**src/hw/ddr_mode_pkg.sv**
```systemverilog
package ddr_mode_pkg;

   localparam int DQ_W = 8;
   localparam int MODE_W = 13;
   localparam int WBUF_DEPTH = 16;
   localparam int DLL_BIT = 8;
   localparam int BT_BIT = 3;
   localparam int AP_BIT = 10;
   localparam logic [12:0] MODE_RST = 13'h0021;
   localparam logic [2:0] BL_4 = 3'h2;
   localparam logic [2:0] BL_8 = 3'h3;
   localparam logic [2:0] RL_25 = 3'h6;
   localparam logic [2:0] HALF_RL2 = 3'h4;
   localparam logic [2:0] HALF_RL25 = 3'h5;
   localparam logic [1:0] SEL_MODE = 2'h0;
   localparam logic [1:0] SEL_EXT = 2'h1;
   localparam logic [2:0] OP_ACT = 3'h3;
   localparam logic [2:0] OP_RD = 3'h5;
   localparam logic [2:0] OP_WR = 3'h4;
   localparam logic [2:0] OP_PRE = 3'h2;
   localparam logic [2:0] OP_MRS = 3'h0;
   localparam logic [3:0] SPD_DEV_ID = 4'ha;
   localparam logic [3:0] BYTE_BITS = 4'h8;
   // Arbitrary fill pattern for the factory half
   localparam logic [7:0] SPD_SEED = 8'h3c;

   typedef struct packed {
      logic rank0_select_n;
      logic rank1_select_n;
      logic ras_n;
      logic cas_n;
      logic we_n;
      logic bank_select_high;
      logic bank_select_low;
      logic [12:0] row_col_addr_lines;
   } ddr_cmd_t;

   typedef struct packed {
      logic [1:0] bank;
      logic [2:0] col_a;
      logic [2:0] col_b;
      logic [1:0] mask;
      logic [15:0] data;
   } wr_item_t;

   typedef enum logic [6:0] {
      I_IDLE = 7'h01,
      I_DEV = 7'h02,
      I_WORD = 7'h04,
      I_DATA = 7'h08,
      I_ACK = 7'h10,
      I_SEND = 7'h20,
      I_RACK = 7'h40
   } i2c_st_t;

   function automatic logic [3:0] burst_len(input logic [2:0] code);
      case (code)
         BL_4: burst_len = 4'h4;
         BL_8: burst_len = 4'h8;
         default: burst_len = 4'h2;
      endcase
   endfunction

   function automatic logic [2:0] burst_col(input logic [2:0] start,
      input logic [2:0] idx, input logic [3:0] len, input logic ilv);
      logic [2:0] msk;
      logic [2:0] off;
      msk = 3'(len - 4'h1);
      off = ilv ? (start ^ idx) : 3'(start + idx);
      burst_col = (start & ~msk) | (off & msk);
   endfunction

   function automatic logic [7:0] spd_factory(input logic [7:0] a);
      spd_factory = a ^ SPD_SEED;
   endfunction

endpackage

```
**src/hw/wbuf_fifo.sv**
```systemverilog
`timescale 1ns/1ps
module wbuf_fifo #(
   parameter int WIDTH = 26,
   parameter int DEPTH = 16
) (
   input wire logic clk_i,
   input wire logic rst_i,
   input wire logic ce_i,
   input wire logic in_valid_i,
   output logic in_ready_o,
   input wire logic [WIDTH-1:0] in_data_i,
   output logic out_valid_o,
   input wire logic out_ready_i,
   output logic [WIDTH-1:0] out_data_o
);
   localparam int AW = $clog2(DEPTH);

   typedef struct packed {
      logic [DEPTH-1:0][WIDTH-1:0] mem;
      logic [AW-1:0] wp;
      logic [AW-1:0] rp;
      logic [AW:0] cnt;
   } fifo_t;

   fifo_t s_r;
   fifo_t s_nxt;
   logic push;
   logic pop;

   // ----------------------------------------
   // Handshake
   // ----------------------------------------
   assign in_ready_o = (s_r.cnt != (AW+1)'(DEPTH));
   assign out_valid_o = (s_r.cnt != '0);
   assign out_data_o = s_r.mem[s_r.rp];
   assign push = in_valid_i & in_ready_o;
   assign pop = out_valid_o & out_ready_i;

   always_comb
   begin
      s_nxt = s_r;
      if (push)
      begin
         s_nxt.mem[s_r.wp] = in_data_i;
         s_nxt.wp = AW'(s_r.wp + 1'b1);
      end
      if (pop)
      begin
         s_nxt.rp = AW'(s_r.rp + 1'b1);
      end
      s_nxt.cnt = (AW+1)'(s_r.cnt + push - pop);
   end

   always_ff @(posedge clk_i)
   begin
      if (rst_i)
      begin
         s_r <= '0;
      end
      else if (ce_i)
      begin
         s_r <= s_nxt;
      end
   end

endmodule

```
**src/hw/ddr_mode_register_burst.sv**
```systemverilog
`timescale 1ns/1ps
module ddr_mode_register_burst (
   input wire logic clk_i,
   input wire logic rst_i,
   input wire logic ce_i,
   input wire logic ck_i,
   input wire logic clock_complement_i,
   input wire ddr_mode_pkg::ddr_cmd_t cmd_i,
   input wire logic [ddr_mode_pkg::DQ_W-1:0] dq_i,
   output logic [ddr_mode_pkg::DQ_W-1:0] dq_o,
   output logic dq_oe_o,
   input wire logic dm_i,
   input wire logic dqs_i,
   output logic dqs_o,
   output logic dqs_oe_o,
   input wire logic scl_i,
   input wire logic sda_i,
   output logic sda_o,
   output logic sda_oe_o,
   input wire logic [2:0] presence_addr_straps_i,
   output logic [ddr_mode_pkg::MODE_W-1:0] mode_config_o,
   output logic dll_reset_o,
   output logic [3:0] bank_open_o,
   output logic wbuf_ready_o
);
   import ddr_mode_pkg::*;

   typedef struct packed {
      logic [1:0] ck_s;
      logic [1:0] ckn_s;
      logic ck_ph;
      ddr_cmd_t cmd_s1;
      ddr_cmd_t cmd_s2;
      logic [1:0][7:0] dq_s;
      logic [1:0] dm_s;
      logic [1:0] dqs_s;
      logic dqs_prev;
      logic [1:0][1:0] i2_s;
      logic [1:0] i2_prev;
      logic [1:0][2:0] sa_s;
      logic [12:0] mode;
      logic [3:0] open;
      logic [2:0] rd_wait;
      logic rd_act;
      logic [3:0] rd_idx;
      logic [1:0] rd_bank;
      logic [2:0] rd_start;
      logic rd_ap;
      logic [7:0] dq_out;
      logic [7:0] pre;
      logic dq_oe;
      logic dqs_out;
      logic dqs_oe;
      logic wr_act;
      logic [3:0] wr_idx;
      logic [1:0] wr_bank;
      logic [2:0] wr_start;
      logic wr_ap;
      logic [7:0] wr_lo;
      logic wr_m0;
      logic wpush;
      wr_item_t witem;
      logic [31:0][7:0] arr;
      logic [127:0][7:0] spd;
      i2c_st_t i2;
      i2c_st_t after;
      logic [3:0] bitc;
      logic [7:0] sh;
      logic [7:0] ptr;
      logic sda_low;
      logic rack_ok;
   } st_t;

   st_t s_r;
   st_t s_nxt;
   ddr_cmd_t c;
   logic [2:0] op;
   logic [1:0] bank;
   logic ck_hi, ck_lo, ck_rise, ck_fall, ck_edge;
   logic sel, cmd_ok, is_mrs, desel, cl25, ilv, launch0, rd_end;
   logic [3:0] blen;
   logic scl, sda, scl_rise, scl_fall, i2_start, i2_stop, addr_hit;
   logic spd_load, spd_wr;
   logic [7:0] spd_byte;
   logic arr_busy, pop;
   wr_item_t wq;

   // ----------------------------------------
   // Clock crossing and command decode
   // ----------------------------------------
   assign ck_hi = s_r.ck_s[1] & ~s_r.ckn_s[1];
   assign ck_lo = ~s_r.ck_s[1] & s_r.ckn_s[1];
   assign ck_rise = ck_hi & ~s_r.ck_ph;
   assign ck_fall = ck_lo & s_r.ck_ph;
   assign ck_edge = ck_rise | ck_fall;
   assign c = s_r.cmd_s2;
   assign op = {c.ras_n, c.cas_n, c.we_n};
   assign bank = {c.bank_select_high, c.bank_select_low};
   assign sel = ~(c.rank0_select_n & c.rank1_select_n);
   assign desel = ck_rise & ~sel;
   assign cmd_ok = ck_rise & sel;
   assign is_mrs = cmd_ok && op == OP_MRS && bank == SEL_MODE;
   assign blen = burst_len(s_r.mode[2:0]);
   assign ilv = s_r.mode[BT_BIT];
   assign cl25 = (s_r.mode[6:4] == RL_25);
   assign launch0 = ck_edge && s_r.rd_wait == 3'h1;
   assign rd_end = ck_edge && s_r.rd_act && s_r.rd_idx == blen;
   // Array port is shared; drain waits while a read fetches
   assign arr_busy = ck_edge & (s_r.rd_wait != 3'h0 | s_r.rd_act);

   // ----------------------------------------
   // Presence-detect decode
   // ----------------------------------------
   assign scl = s_r.i2_s[1][1];
   assign sda = s_r.i2_s[1][0];
   assign scl_rise = scl & ~s_r.i2_prev[1];
   assign scl_fall = ~scl & s_r.i2_prev[1];
   assign i2_start = scl & s_r.i2_prev[1] & s_r.i2_prev[0] & ~sda;
   assign i2_stop = scl & s_r.i2_prev[1] & ~s_r.i2_prev[0] & sda;
   assign addr_hit = (s_r.sh[7:1] == {SPD_DEV_ID, s_r.sa_s[1]});
   assign spd_byte = s_r.ptr[7] ? s_r.spd[s_r.ptr[6:0]]
                                : spd_factory(s_r.ptr);
   assign spd_load = scl_fall && ((s_r.i2 == I_ACK && s_r.after == I_SEND)
                     || (s_r.i2 == I_RACK && s_r.rack_ok));
   assign spd_wr = scl_fall && s_r.i2 == I_DATA && s_r.bitc == BYTE_BITS;

   wbuf_fifo #(
      .WIDTH($bits(wr_item_t)),
      .DEPTH(WBUF_DEPTH)
   ) u_wbuf (
      .clk_i(clk_i),
      .rst_i(rst_i),
      .ce_i(ce_i),
      .in_valid_i(s_r.wpush),
      .in_ready_o(wbuf_ready_o),
      .in_data_i(s_r.witem),
      .out_valid_o(pop),
      .out_ready_i(~arr_busy),
      .out_data_o(wq)
   );

   always_comb
   begin
      s_nxt = s_r;
      s_nxt.ck_s = {s_r.ck_s[0], ck_i};
      s_nxt.ckn_s = {s_r.ckn_s[0], clock_complement_i};
      s_nxt.cmd_s1 = cmd_i;
      s_nxt.cmd_s2 = s_r.cmd_s1;
      s_nxt.dq_s = {s_r.dq_s[0], dq_i};
      s_nxt.dm_s = {s_r.dm_s[0], dm_i};
      s_nxt.dqs_s = {s_r.dqs_s[0], dqs_i};
      s_nxt.dqs_prev = s_r.dqs_s[1];
      s_nxt.i2_s = {s_r.i2_s[0], {scl_i, sda_i}};
      s_nxt.i2_prev = s_r.i2_s[1];
      s_nxt.sa_s = {s_r.sa_s[0], presence_addr_straps_i};
      s_nxt.wpush = 1'b0;
      s_nxt.mode[DLL_BIT] = 1'b0;
      if (ck_rise)
         s_nxt.ck_ph = 1'b1;
      if (ck_fall)
         s_nxt.ck_ph = 1'b0;
      // Commands; mode load never touches the array
      if (is_mrs)
         s_nxt.mode = c.row_col_addr_lines;
      if (cmd_ok && op == OP_PRE)
      begin
         if (c.row_col_addr_lines[AP_BIT])
            s_nxt.open = 4'h0;
         else
            s_nxt.open[bank] = 1'b0;
      end
      if (cmd_ok && op == OP_RD)
      begin
         s_nxt.rd_wait = cl25 ? HALF_RL25 : HALF_RL2;
         s_nxt.rd_act = 1'b0;
         s_nxt.rd_bank = bank;
         s_nxt.rd_start = c.row_col_addr_lines[2:0];
         s_nxt.rd_ap = c.row_col_addr_lines[AP_BIT];
      end
      if (cmd_ok && op == OP_WR)
      begin
         s_nxt.wr_act = 1'b1;
         s_nxt.wr_idx = 4'h0;
         s_nxt.wr_bank = bank;
         s_nxt.wr_start = c.row_col_addr_lines[2:0];
         s_nxt.wr_ap = c.row_col_addr_lines[AP_BIT];
      end
      // ----------------------------------------
      // Read launch on both clock crossings
      // ----------------------------------------
      if (ck_edge && s_r.rd_wait != 3'h0)
      begin
         s_nxt.rd_wait = s_r.rd_wait - 3'h1;
         if (s_r.rd_wait == 3'h2)
         begin
            s_nxt.dqs_oe = 1'b1;
            s_nxt.dqs_out = 1'b0;
         end
      end
      if (launch0 || (ck_edge && s_r.rd_act && !rd_end))
      begin
         if (launch0)
            s_nxt.rd_idx = 4'h1;
         else
            s_nxt.rd_idx = s_r.rd_idx + 4'h1;
         s_nxt.rd_act = 1'b1;
         s_nxt.dq_oe = 1'b1;
         s_nxt.dqs_out = ~s_r.rd_idx[0] | launch0;
         // Prefetch: two columns per clock from the array
         if (launch0 || !s_r.rd_idx[0])
         begin
            s_nxt.dq_out = s_r.arr[{s_r.rd_bank, burst_col(s_r.rd_start,
               launch0 ? 3'h0 : s_r.rd_idx[2:0], blen, ilv)}];
            s_nxt.pre = s_r.arr[{s_r.rd_bank, burst_col(s_r.rd_start,
               launch0 ? 3'h1 : s_r.rd_idx[2:0] + 3'h1, blen, ilv)}];
         end
         else
            s_nxt.dq_out = s_r.pre;
      end
      if (rd_end)
      begin
         s_nxt.rd_act = 1'b0;
         s_nxt.dq_oe = 1'b0;
         s_nxt.dqs_oe = 1'b0;
         if (s_r.rd_ap)
            s_nxt.open[s_r.rd_bank] = 1'b0;
      end
      // ----------------------------------------
      // Write capture on both strobe edges
      // ----------------------------------------
      if (s_r.wr_act && s_r.dqs_s[1] != s_r.dqs_prev)
      begin
         s_nxt.wr_idx = s_r.wr_idx + 4'h1;
         if (!s_r.wr_idx[0])
         begin
            s_nxt.wr_lo = s_r.dq_s[1];
            s_nxt.wr_m0 = s_r.dm_s[1];
         end
         else
         begin
            s_nxt.wpush = 1'b1;
            s_nxt.witem.bank = s_r.wr_bank;
            s_nxt.witem.col_a = burst_col(s_r.wr_start,
               {s_r.wr_idx[2:1], 1'b0}, blen, ilv);
            s_nxt.witem.col_b = burst_col(s_r.wr_start,
               s_r.wr_idx[2:0], blen, ilv);
            s_nxt.witem.mask = {s_r.dm_s[1], s_r.wr_m0};
            s_nxt.witem.data = {s_r.dq_s[1], s_r.wr_lo};
         end
         if (s_r.wr_idx + 4'h1 == blen)
         begin
            s_nxt.wr_act = 1'b0;
            if (s_r.wr_ap)
               s_nxt.open[s_r.wr_bank] = 1'b0;
         end
      end
      if (pop && !arr_busy)
      begin
         if (!wq.mask[0])
            s_nxt.arr[{wq.bank, wq.col_a}] = wq.data[7:0];
         if (!wq.mask[1])
            s_nxt.arr[{wq.bank, wq.col_b}] = wq.data[15:8];
      end
      // Activate wins over a same-cycle auto precharge
      if (cmd_ok && op == OP_ACT)
         s_nxt.open[bank] = 1'b1;
      // ----------------------------------------
      // Presence-detect slave
      // ----------------------------------------
      if (i2_start)
      begin
         s_nxt.i2 = I_DEV;
         s_nxt.bitc = 4'h0;
         s_nxt.sda_low = 1'b0;
      end
      else if (i2_stop)
      begin
         s_nxt.i2 = I_IDLE;
         s_nxt.sda_low = 1'b0;
      end
      else
      begin
         case (s_r.i2)
            I_IDLE:
               s_nxt.i2 = I_IDLE;
            I_DEV, I_WORD, I_DATA:
               if (scl_rise && s_r.bitc != BYTE_BITS)
               begin
                  s_nxt.sh = {s_r.sh[6:0], sda};
                  s_nxt.bitc = s_r.bitc + 4'h1;
               end
               else if (scl_fall && s_r.bitc == BYTE_BITS)
               begin
                  s_nxt.bitc = 4'h0;
                  s_nxt.i2 = I_ACK;
                  s_nxt.sda_low = 1'b1;
                  s_nxt.after = I_DATA;
                  if (s_r.i2 == I_DEV)
                  begin
                     s_nxt.after = s_r.sh[0] ? I_SEND : I_WORD;
                     if (!addr_hit)
                     begin
                        s_nxt.i2 = I_IDLE;
                        s_nxt.sda_low = 1'b0;
                     end
                  end
                  else if (s_r.i2 == I_WORD)
                     s_nxt.ptr = s_r.sh;
                  else
                  begin
                     // Factory half is read-only
                     if (s_r.ptr[7])
                        s_nxt.spd[s_r.ptr[6:0]] = s_r.sh;
                     s_nxt.ptr = s_r.ptr + 8'h01;
                  end
               end
            I_ACK:
               if (scl_fall)
               begin
                  s_nxt.sda_low = 1'b0;
                  s_nxt.i2 = s_r.after;
               end
            I_SEND:
               if (scl_fall)
               begin
                  if (s_r.bitc == BYTE_BITS)
                  begin
                     s_nxt.sda_low = 1'b0;
                     s_nxt.i2 = I_RACK;
                  end
                  else
                  begin
                     s_nxt.sh = {s_r.sh[6:0], 1'b0};
                     s_nxt.sda_low = ~s_r.sh[6];
                     s_nxt.bitc = s_r.bitc + 4'h1;
                  end
               end
            I_RACK:
               if (scl_rise)
               begin
                  s_nxt.rack_ok = ~sda;
                  if (sda)
                     s_nxt.i2 = I_IDLE;
               end
            default:
               s_nxt.i2 = I_IDLE;
         endcase
         if (spd_load)
         begin
            s_nxt.sh = spd_byte;
            s_nxt.sda_low = ~spd_byte[7];
            s_nxt.ptr = s_r.ptr + 8'h01;
            s_nxt.bitc = 4'h1;
            s_nxt.i2 = I_SEND;
         end
      end
   end

   always_ff @(posedge clk_i)
   begin
      if (rst_i)
      begin
         s_r <= '0;
         s_r.mode <= MODE_RST;
         s_r.i2 <= I_IDLE;
         s_r.after <= I_IDLE;
         // Idle bus level, so no false edge follows reset
         s_r.i2_s <= '1;
         s_r.i2_prev <= '1;
      end
      else if (ce_i)
      begin
         s_r <= s_nxt;
      end
   end

   assign dq_o = s_r.dq_out;
   assign dq_oe_o = s_r.dq_oe;
   assign dqs_o = s_r.dqs_out;
   assign dqs_oe_o = s_r.dqs_oe;
   assign sda_o = 1'b0;
   assign sda_oe_o = s_r.sda_low;
   assign mode_config_o = s_r.mode;
   assign dll_reset_o = s_r.mode[DLL_BIT];
   assign bank_open_o = s_r.open;
endmodule

```
**config.mk**
```make
export PLATFORM = sky130hd
export DESIGN_NAME = ddr_mode_register_burst
export DESIGN_NICKNAME = d
export VERILOG_FILES = /design/src/hw/ddr_mode_pkg.sv /design/src/hw/wbuf_fifo.sv /design/src/hw/ddr_mode_register_burst.sv
export SDC_FILE = /design/constraint.sdc
export NUM_CORES = 2
export LEC_CHECK = 0
export BUFFER_PORTS_ARGS = -buffer_cell sky130_fd_sc_hd__buf_2
export CAP_MARGIN = 20
export CELL_PAD_IN_SITES_DETAIL_PLACEMENT = 0
export CELL_PAD_IN_SITES_GLOBAL_PLACEMENT = 1
export CORE_MARGIN = 2
export CORE_UTILIZATION = 26
export DETAILED_ROUTE_END_ITERATION = 10
export PLACE_DENSITY_LB_ADDON = 0.1
export SYNTH_ARGS = -nofsm -noshare
export SYNTH_HDL_FRONTEND = slang
export SYNTH_SLANG_ARGS = --single-unit
```
**constraint.sdc**
```tcl
create_clock -name clk_i -period 6.6 [get_ports clk_i]
set_input_delay 1.32 -clock clk_i [delete_from_list [all_inputs] [get_ports clk_i]]
set_output_delay 1.32 -clock clk_i [all_outputs]
set_load 0.02 [all_outputs]
```
## After elaboration in Yosys (flattened, before gate mapping)

Index checks and enable logic that the tools add are counted.

| operators by class | value |
|---|---|
| $add $sub $neg | 15 |
| magnitude comparators | 17 |
| eq/ne operators | 39 |
| muxes and demuxes | 100 |
| bitwise logic cells | 60 |
| reduce and logical (&&, ||, !) cells | 75 |

Operators by type and width:

| operator | count |
|---|---|
| bitwise mux 1024 bit | 1 |
| two-way mux 256 bit | 3 |
| bitwise mux 256 bit | 2 |
| bitwise mux 416 bit | 1 |
| binary-select mux 26 bit (select 4 bit) | 1 |
| demux 26 bit (select 4 bit) | 1 |
| two-way mux 8 bit | 12 |
| binary-select mux 8 bit (select 5 bit) | 2 |
| demux 8 bit (select 5 bit) | 2 |
| binary-select mux 8 bit (select 7 bit) | 1 |
| demux 8 bit (select 7 bit) | 1 |
| two-way mux 7 bit | 8 |
| two-way mux 27 bit | 2 |
| two-way mux 26 bit | 2 |
| two-way mux 4 bit | 12 |
| inequality test 5 bit, second input constant | 9 |
| two-way mux 14 bit | 2 |
| one-hot mux 7 bit (4 select lines) | 1 |
| two-way mux 9 bit | 3 |
| logical AND 1 bit | 25 |
| less-than comparator 5 x 6 -> 1 bit, second input constant | 4 |
| two-way mux 12 bit | 2 |
| one-hot mux 12 bit (2 select lines) | 1 |
| AND reduction 2 bit | 12 |
| 68 further kinds | 196 |

| word-level totals | value |
|---|---|
| flip-flop bits (word level) | 1920 |
| output and inout port bits | 32 |

## Logic depth before layout (Yosys ltp)

| logic depth | value |
|---|---|
| word-level depth | 17 |
| mapped depth | 21 |
| depth with buffers taken out | 15 |

## Hierarchy

A second synthesis with hierarchy kept.

| unflattened totals | value |
|---|---|
| cells, all modules | 11218 |
| area total of the unflattened synthesis | 91649.1 µm² |

Modules (own cells, without submodules):

| module | times used | cells an instance | area each (µm²) | sequential area each (µm²) |
|---|---|---|---|---|
| ddr_mode_register_burst | 1 | 9014 | 72085.4 | 29788.6 |
| wbuf_fifo | 1 | 2204 | 19563.8 | 8588.2 |

## Worst setup path after synthesis

OpenSTA, ideal clock, no wires.

| timing path | value |
|---|---|
| kind | register to register |
| start point | reg s_r[1490] (netlist bit) |
| end point | reg s_r[1370] (netlist bit) |
| library setup time | 0.137 ns |
| data arrival time | 4.543 ns |
| required time | 6.463 ns |
| setup slack | 1.920 ns |
| cell stages (with the launch flop) | 19 |
| buffers on the path | 5 |
| period minus slack after synthesis | 4.680 ns |
| cell sequence | dfxtp_1 > nor3b_1 > o21ai_0 > and2_1 > clkbuf_1 > inv_1 > clkbuf_1 > buf_2 > ha_1 > fa_1 > mux2i_1 > nand2_1 > o21ai_0 > buf_2 > clkbuf_1 > mux4_2 > mux2_2 > a22oi_1 > a31oi_1 |

| on the way | value |
|---|---|
| cells in the longest elaborated chain, start to end | 12 |

Ends and longest elaborated chain:

| what | RTL line | RTL |
|---|---|---|
| start, declared | ddr_mode_register_burst.sv:74 | `st_t s_r;` |
| start signal, assigned | ddr_mode_register_burst.sv:373 | `s_r <= s_nxt;` |
| inverter 1 bit | ddr_mode_register_burst.sv:92 | `assign ck_lo = ~s_r.ck_s[1] & s_r.ckn_s[1];` |
| bitwise AND 1 bit | ddr_mode_register_burst.sv:92 |  |
| bitwise AND 1 bit | ddr_mode_register_burst.sv:94 | `assign ck_fall = ck_lo & s_r.ck_ph;` |
| bitwise OR 1 bit (*) | ddr_mode_register_burst.sv:95 | `assign ck_edge = ck_rise \| ck_fall;` |
| logical AND 1 bit | ddr_mode_register_burst.sv:106 | `assign launch0 = ck_edge && s_r.rd_wait == 3'h1;` |
| two-way mux 3 bit | ddr_mode_register_burst.sv:215 | `launch0 ? 3'h1 : s_r.rd_idx[2:0] + 3'h1, blen, ilv)}];` |
| adder 3 bit or bitwise XOR 3 bit (tied branches) | ddr_mode_pkg.sv:69 | `off = ilv ? (start ^ idx) : 3'(start + idx);` |
| two-way mux 3 bit | ddr_mode_pkg.sv:69 |  |
| bitwise AND 3 bit | ddr_mode_pkg.sv:70 | `burst_col = (start & ~msk) \| (off & msk);` |
| bitwise OR 3 bit | ddr_mode_pkg.sv:70 |  |
| binary-select mux 8 bit (select 5 bit) | ddr_mode_register_burst.sv:214 | `s_nxt.pre = s_r.arr[{s_r.rd_bank, burst_col(s_r.rd_start,` |
| two-way mux 8 bit | ddr_mode_register_burst.sv:215 |  |

Every way passes the cells marked *; elsewhere a longest branch is shown, timed or not. The select of a mux whose other input is x is not followed.
A chain may end at the register's enable or synchronous reset.

## Worst setup path in the final report

| timing path | value |
|---|---|
| start point | reg s_r[1490] (netlist bit) |
| end point | reg s_r[1367] (netlist bit) |

Same word-level chain as after synthesis.

==> flow_summary.ini <==
[sta]
setup_viol = 0
fin_crit_sh_pct = 78.3
relSlewSlack_pct = 10.2
finalHoldViolCount = 0
tightest_slew_ns = 1.35
fmax_mhz = 194
skew_ns = 0.0397
setup_tns_ns = 0
slew_viol_final = 0
rsz0062_at_grt = false
min_period_ns = 5.17

[worst_setup_path]
critical_path_class = reg2reg
worstPathMaxFanout = 23
worstPathArrival_ns = 5.97
start_kind = flop
rr_worst_depth = 16
r2r_start = s_r[1490]$_SDFFE_PP0P_
required_ns = 7.40
endpoint_kind = flop
reg2reg_to = s_r[1367]$_SDFFE_PP0P_
regToRegSetupSlack_ns = 1.43

[die]
start_util_pct = 26.1
die_w_um = 582
dieArea_um2 = 339000
ios = 72
coreArea_um2 = 333000
fp.dieH_um = 582
rows = 212

[hold_path]
min_from = s_r[1044]$_SDFFE_PP0P_
min_to = s_r[1044]$_SDFFE_PP0P_
hp-class = reg2reg
worst_hold_path.num_cells = 2

[synth]
yosysTopAreaCellShare_pct = 44.2
netlist_top_cells_count = nand2_1, dfxtp_1, a21oi_1
syn_nets = 10400
synth_edf_count = 0
yosysSeqAreaShare_pct = 44.2
ys_top_cells_by_area = dfxtp_1, nand2_1, a21oi_1
yosysTopAreaCell = dfxtp_1
yosysMostFrequentCell = nand2_1
synth_ff_type = dfxtp_1
yosys_warnings = 0
synth.avg_cell_area_um2 = 8.39
ys_async_sr_fraction_pct = 0
synth-seq-cells = 1917
netlist_instances = 10400
synthDistinctLibCells = 102
syn_area_um2 = 86900

[clock_tree]
cts_max_path_buffers = 4
post_cts_resize_count = 0
cts.clk_slew.worst_paths_ns = 0.06
htreeDepth = 4
clk_latency_ns = 0.94
cts_sinks = 1917
cts_tree = done
cts_made_buffers = 231
cts_root_buffer = clkbuf_16
cts_hold_buf = 0
post_cts.repair.setup_buffers = 0

[grt]
track_usage_pct = 23.9
grt_pass1_wl_um = 592000
overflow = 0
grt_start_max_net_pins = 203
grt_pass1_vias = 75600
antenna_found_initial = 22

[route]
viasPerCell = 5.35
drc_errors = 0
dr.first_iter.drc_count = 7246
ant_nets = 0
num_vias = 78200
wl_um = 419000
routedWlPerCell_um = 28.7
dr.pass1.iters = 6

[power]
power.leakage_nw = 30.9
p_per_area_nw_per_um2 = 261
peakVddDrop_mv = 0.219

[placed_design]
place.gp.congestion = 0.858
io_buffers = 70
hpwlAfterDp_um = 263000

[job]
drv_cap = 0

[outcome]
outcome = finished, final reports clean

[final_layout]
seq_area_um2 = 38400
area_growth_syn_to_layout_pct = 13.9
n_fill_cell = 35100
nets = 10100
drive_above_1_share_pct = 11.8
final_util_pct = 29.7
multi_input_area_um2 = 45100
-- worst max path at each step --
| stage | startpoint | endpoint | slack (ns) | cells after the start |
|---|---|---|---|---|
| floorplan | s_r[1490]$_SDFFE_PP0P_ | s_r[1370]$_SDFFE_PP0P_ | 1.92 | 18 |
| global placement | s_r[1490]$_SDFFE_PP0P_ | s_r[1367]$_SDFFE_PP0P_ | 1.37 | 16 |
| detailed placement | s_r[1490]$_SDFFE_PP0P_ | s_r[1367]$_SDFFE_PP0P_ | 1.40 | 16 |
| CTS | s_r[1490]$_SDFFE_PP0P_ | s_r[1367]$_SDFFE_PP0P_ | 1.39 | 16 |
| global route | s_r[1490]$_SDFFE_PP0P_ | s_r[1371]$_SDFFE_PP0P_ | 1.12 | 16 |
| finish | s_r[1490]$_SDFFE_PP0P_ | s_r[1367]$_SDFFE_PP0P_ | 1.43 | 16 |
-- registers in the layout (all words and copies together) (netlist names), 2 cells and up --
signal         count
bank               2
bank_open_o        4
c                 18
dq_o               8
mode_config_o     13
s_nxt             40
s_r             1399
u_wbuf.s_r       429
-- per-layer routing --
layer,global-route usage [%],routed length (um),up-vias
met5,0,29,-
met4,8.00,15200,4
met3,3.45,23800,637
met2,39.4,196000,2744
met1,31.9,185000,39300
li1,-,-,35500
-- kinds of logic after synthesis --
kind of cell | count (synthesis) | synth area share, %
flip-flops | 1917 | 44.2
XOR/XNOR | 23 | 0.232
other | 1 | 0.00432
buffers and inverters | 902 | 4.25
AO/OA/AOI/OAI | 2636 | 18.9
adder cells (fa/ha/maj) | 30 | 0.467
multiplexers | 794 | 13.2
AND/OR/NAND/NOR | 4057 | 18.7
-- layout by cell type, fill, tap and decap left out, types with 68 or more instances in the layout --
cell       Yosys  layout
a21oi_1     1599    1599
a221oi_1     101     101
a22oi_1      194     194
buf_2         74      68
buf_4         36     208
clkbuf_16      0     235
dfxtp_1     1917    1899
mux2_2        97      97
mux2i_1      423     423
mux4_2       273     273
nand2_1     3298    3297
nor2_1       391     374
o21ai_0       89      88
o2bb2ai_1    261     261
-- power by group --
part	internal, mW	switching, mW
combinational	0.362	0.775
clock	7.51	5.50
sequential	11.6	0.0944
-- worst max-delay path, stage by stage (launching register included) --
cell	delay, ns
dfxtp_1	0.41
nor3b_1	0.57
o21ai_0	0.17
buf_4	0.23
and2_1	0.29
inv_1	0.10
buf_4	0.25
ha_4	0.17
fa_1	0.41
mux2i_1	0.17
nand2_1	0.12
o21ai_4	0.29
buf_4	0.54
mux4_2	0.56
mux2_2	0.33
a22oi_1	0.33
a31oi_1	0.12
-- layout make-up --
| cell class | instances | share of cell area (%) |
|---|---|---|
| antenna | 4 | 0.0101 |
| clock buffer | 357 | 7.03 |
| tap | 4387 | 5.55 |
| inverter | 42 | 0.159 |
| sequential | 1917 | 38.8 |
| timing repair buffer | 295 | 2.30 |
| clock inverter | 65 | 0.578 |
| multi-input combinational | 7541 | 45.5 |
-- metrics by stage --
stage / std cells / area, um2 / hold WS [ns] / power, mW / setup slack [ns]
floorplan: 10400 / 86900 / 0.427 / 12.8 / 1.92
global placement: 14200 / 91400 / 0.434 / 13.1 / 1.37
detailed placement: 14200 / 91400 / 0.440 / 13.1 / 1.40
CTS: 14600 / 99000 / 0.447 / 26.2 / 1.39
global route: 14600 / 99000 / 0.460 / 26.7 / 1.12
finish: 14600 / 99000 / 0.446 / 25.9 / 1.43
No activity file was read; power rests on OpenSTA's default activity.
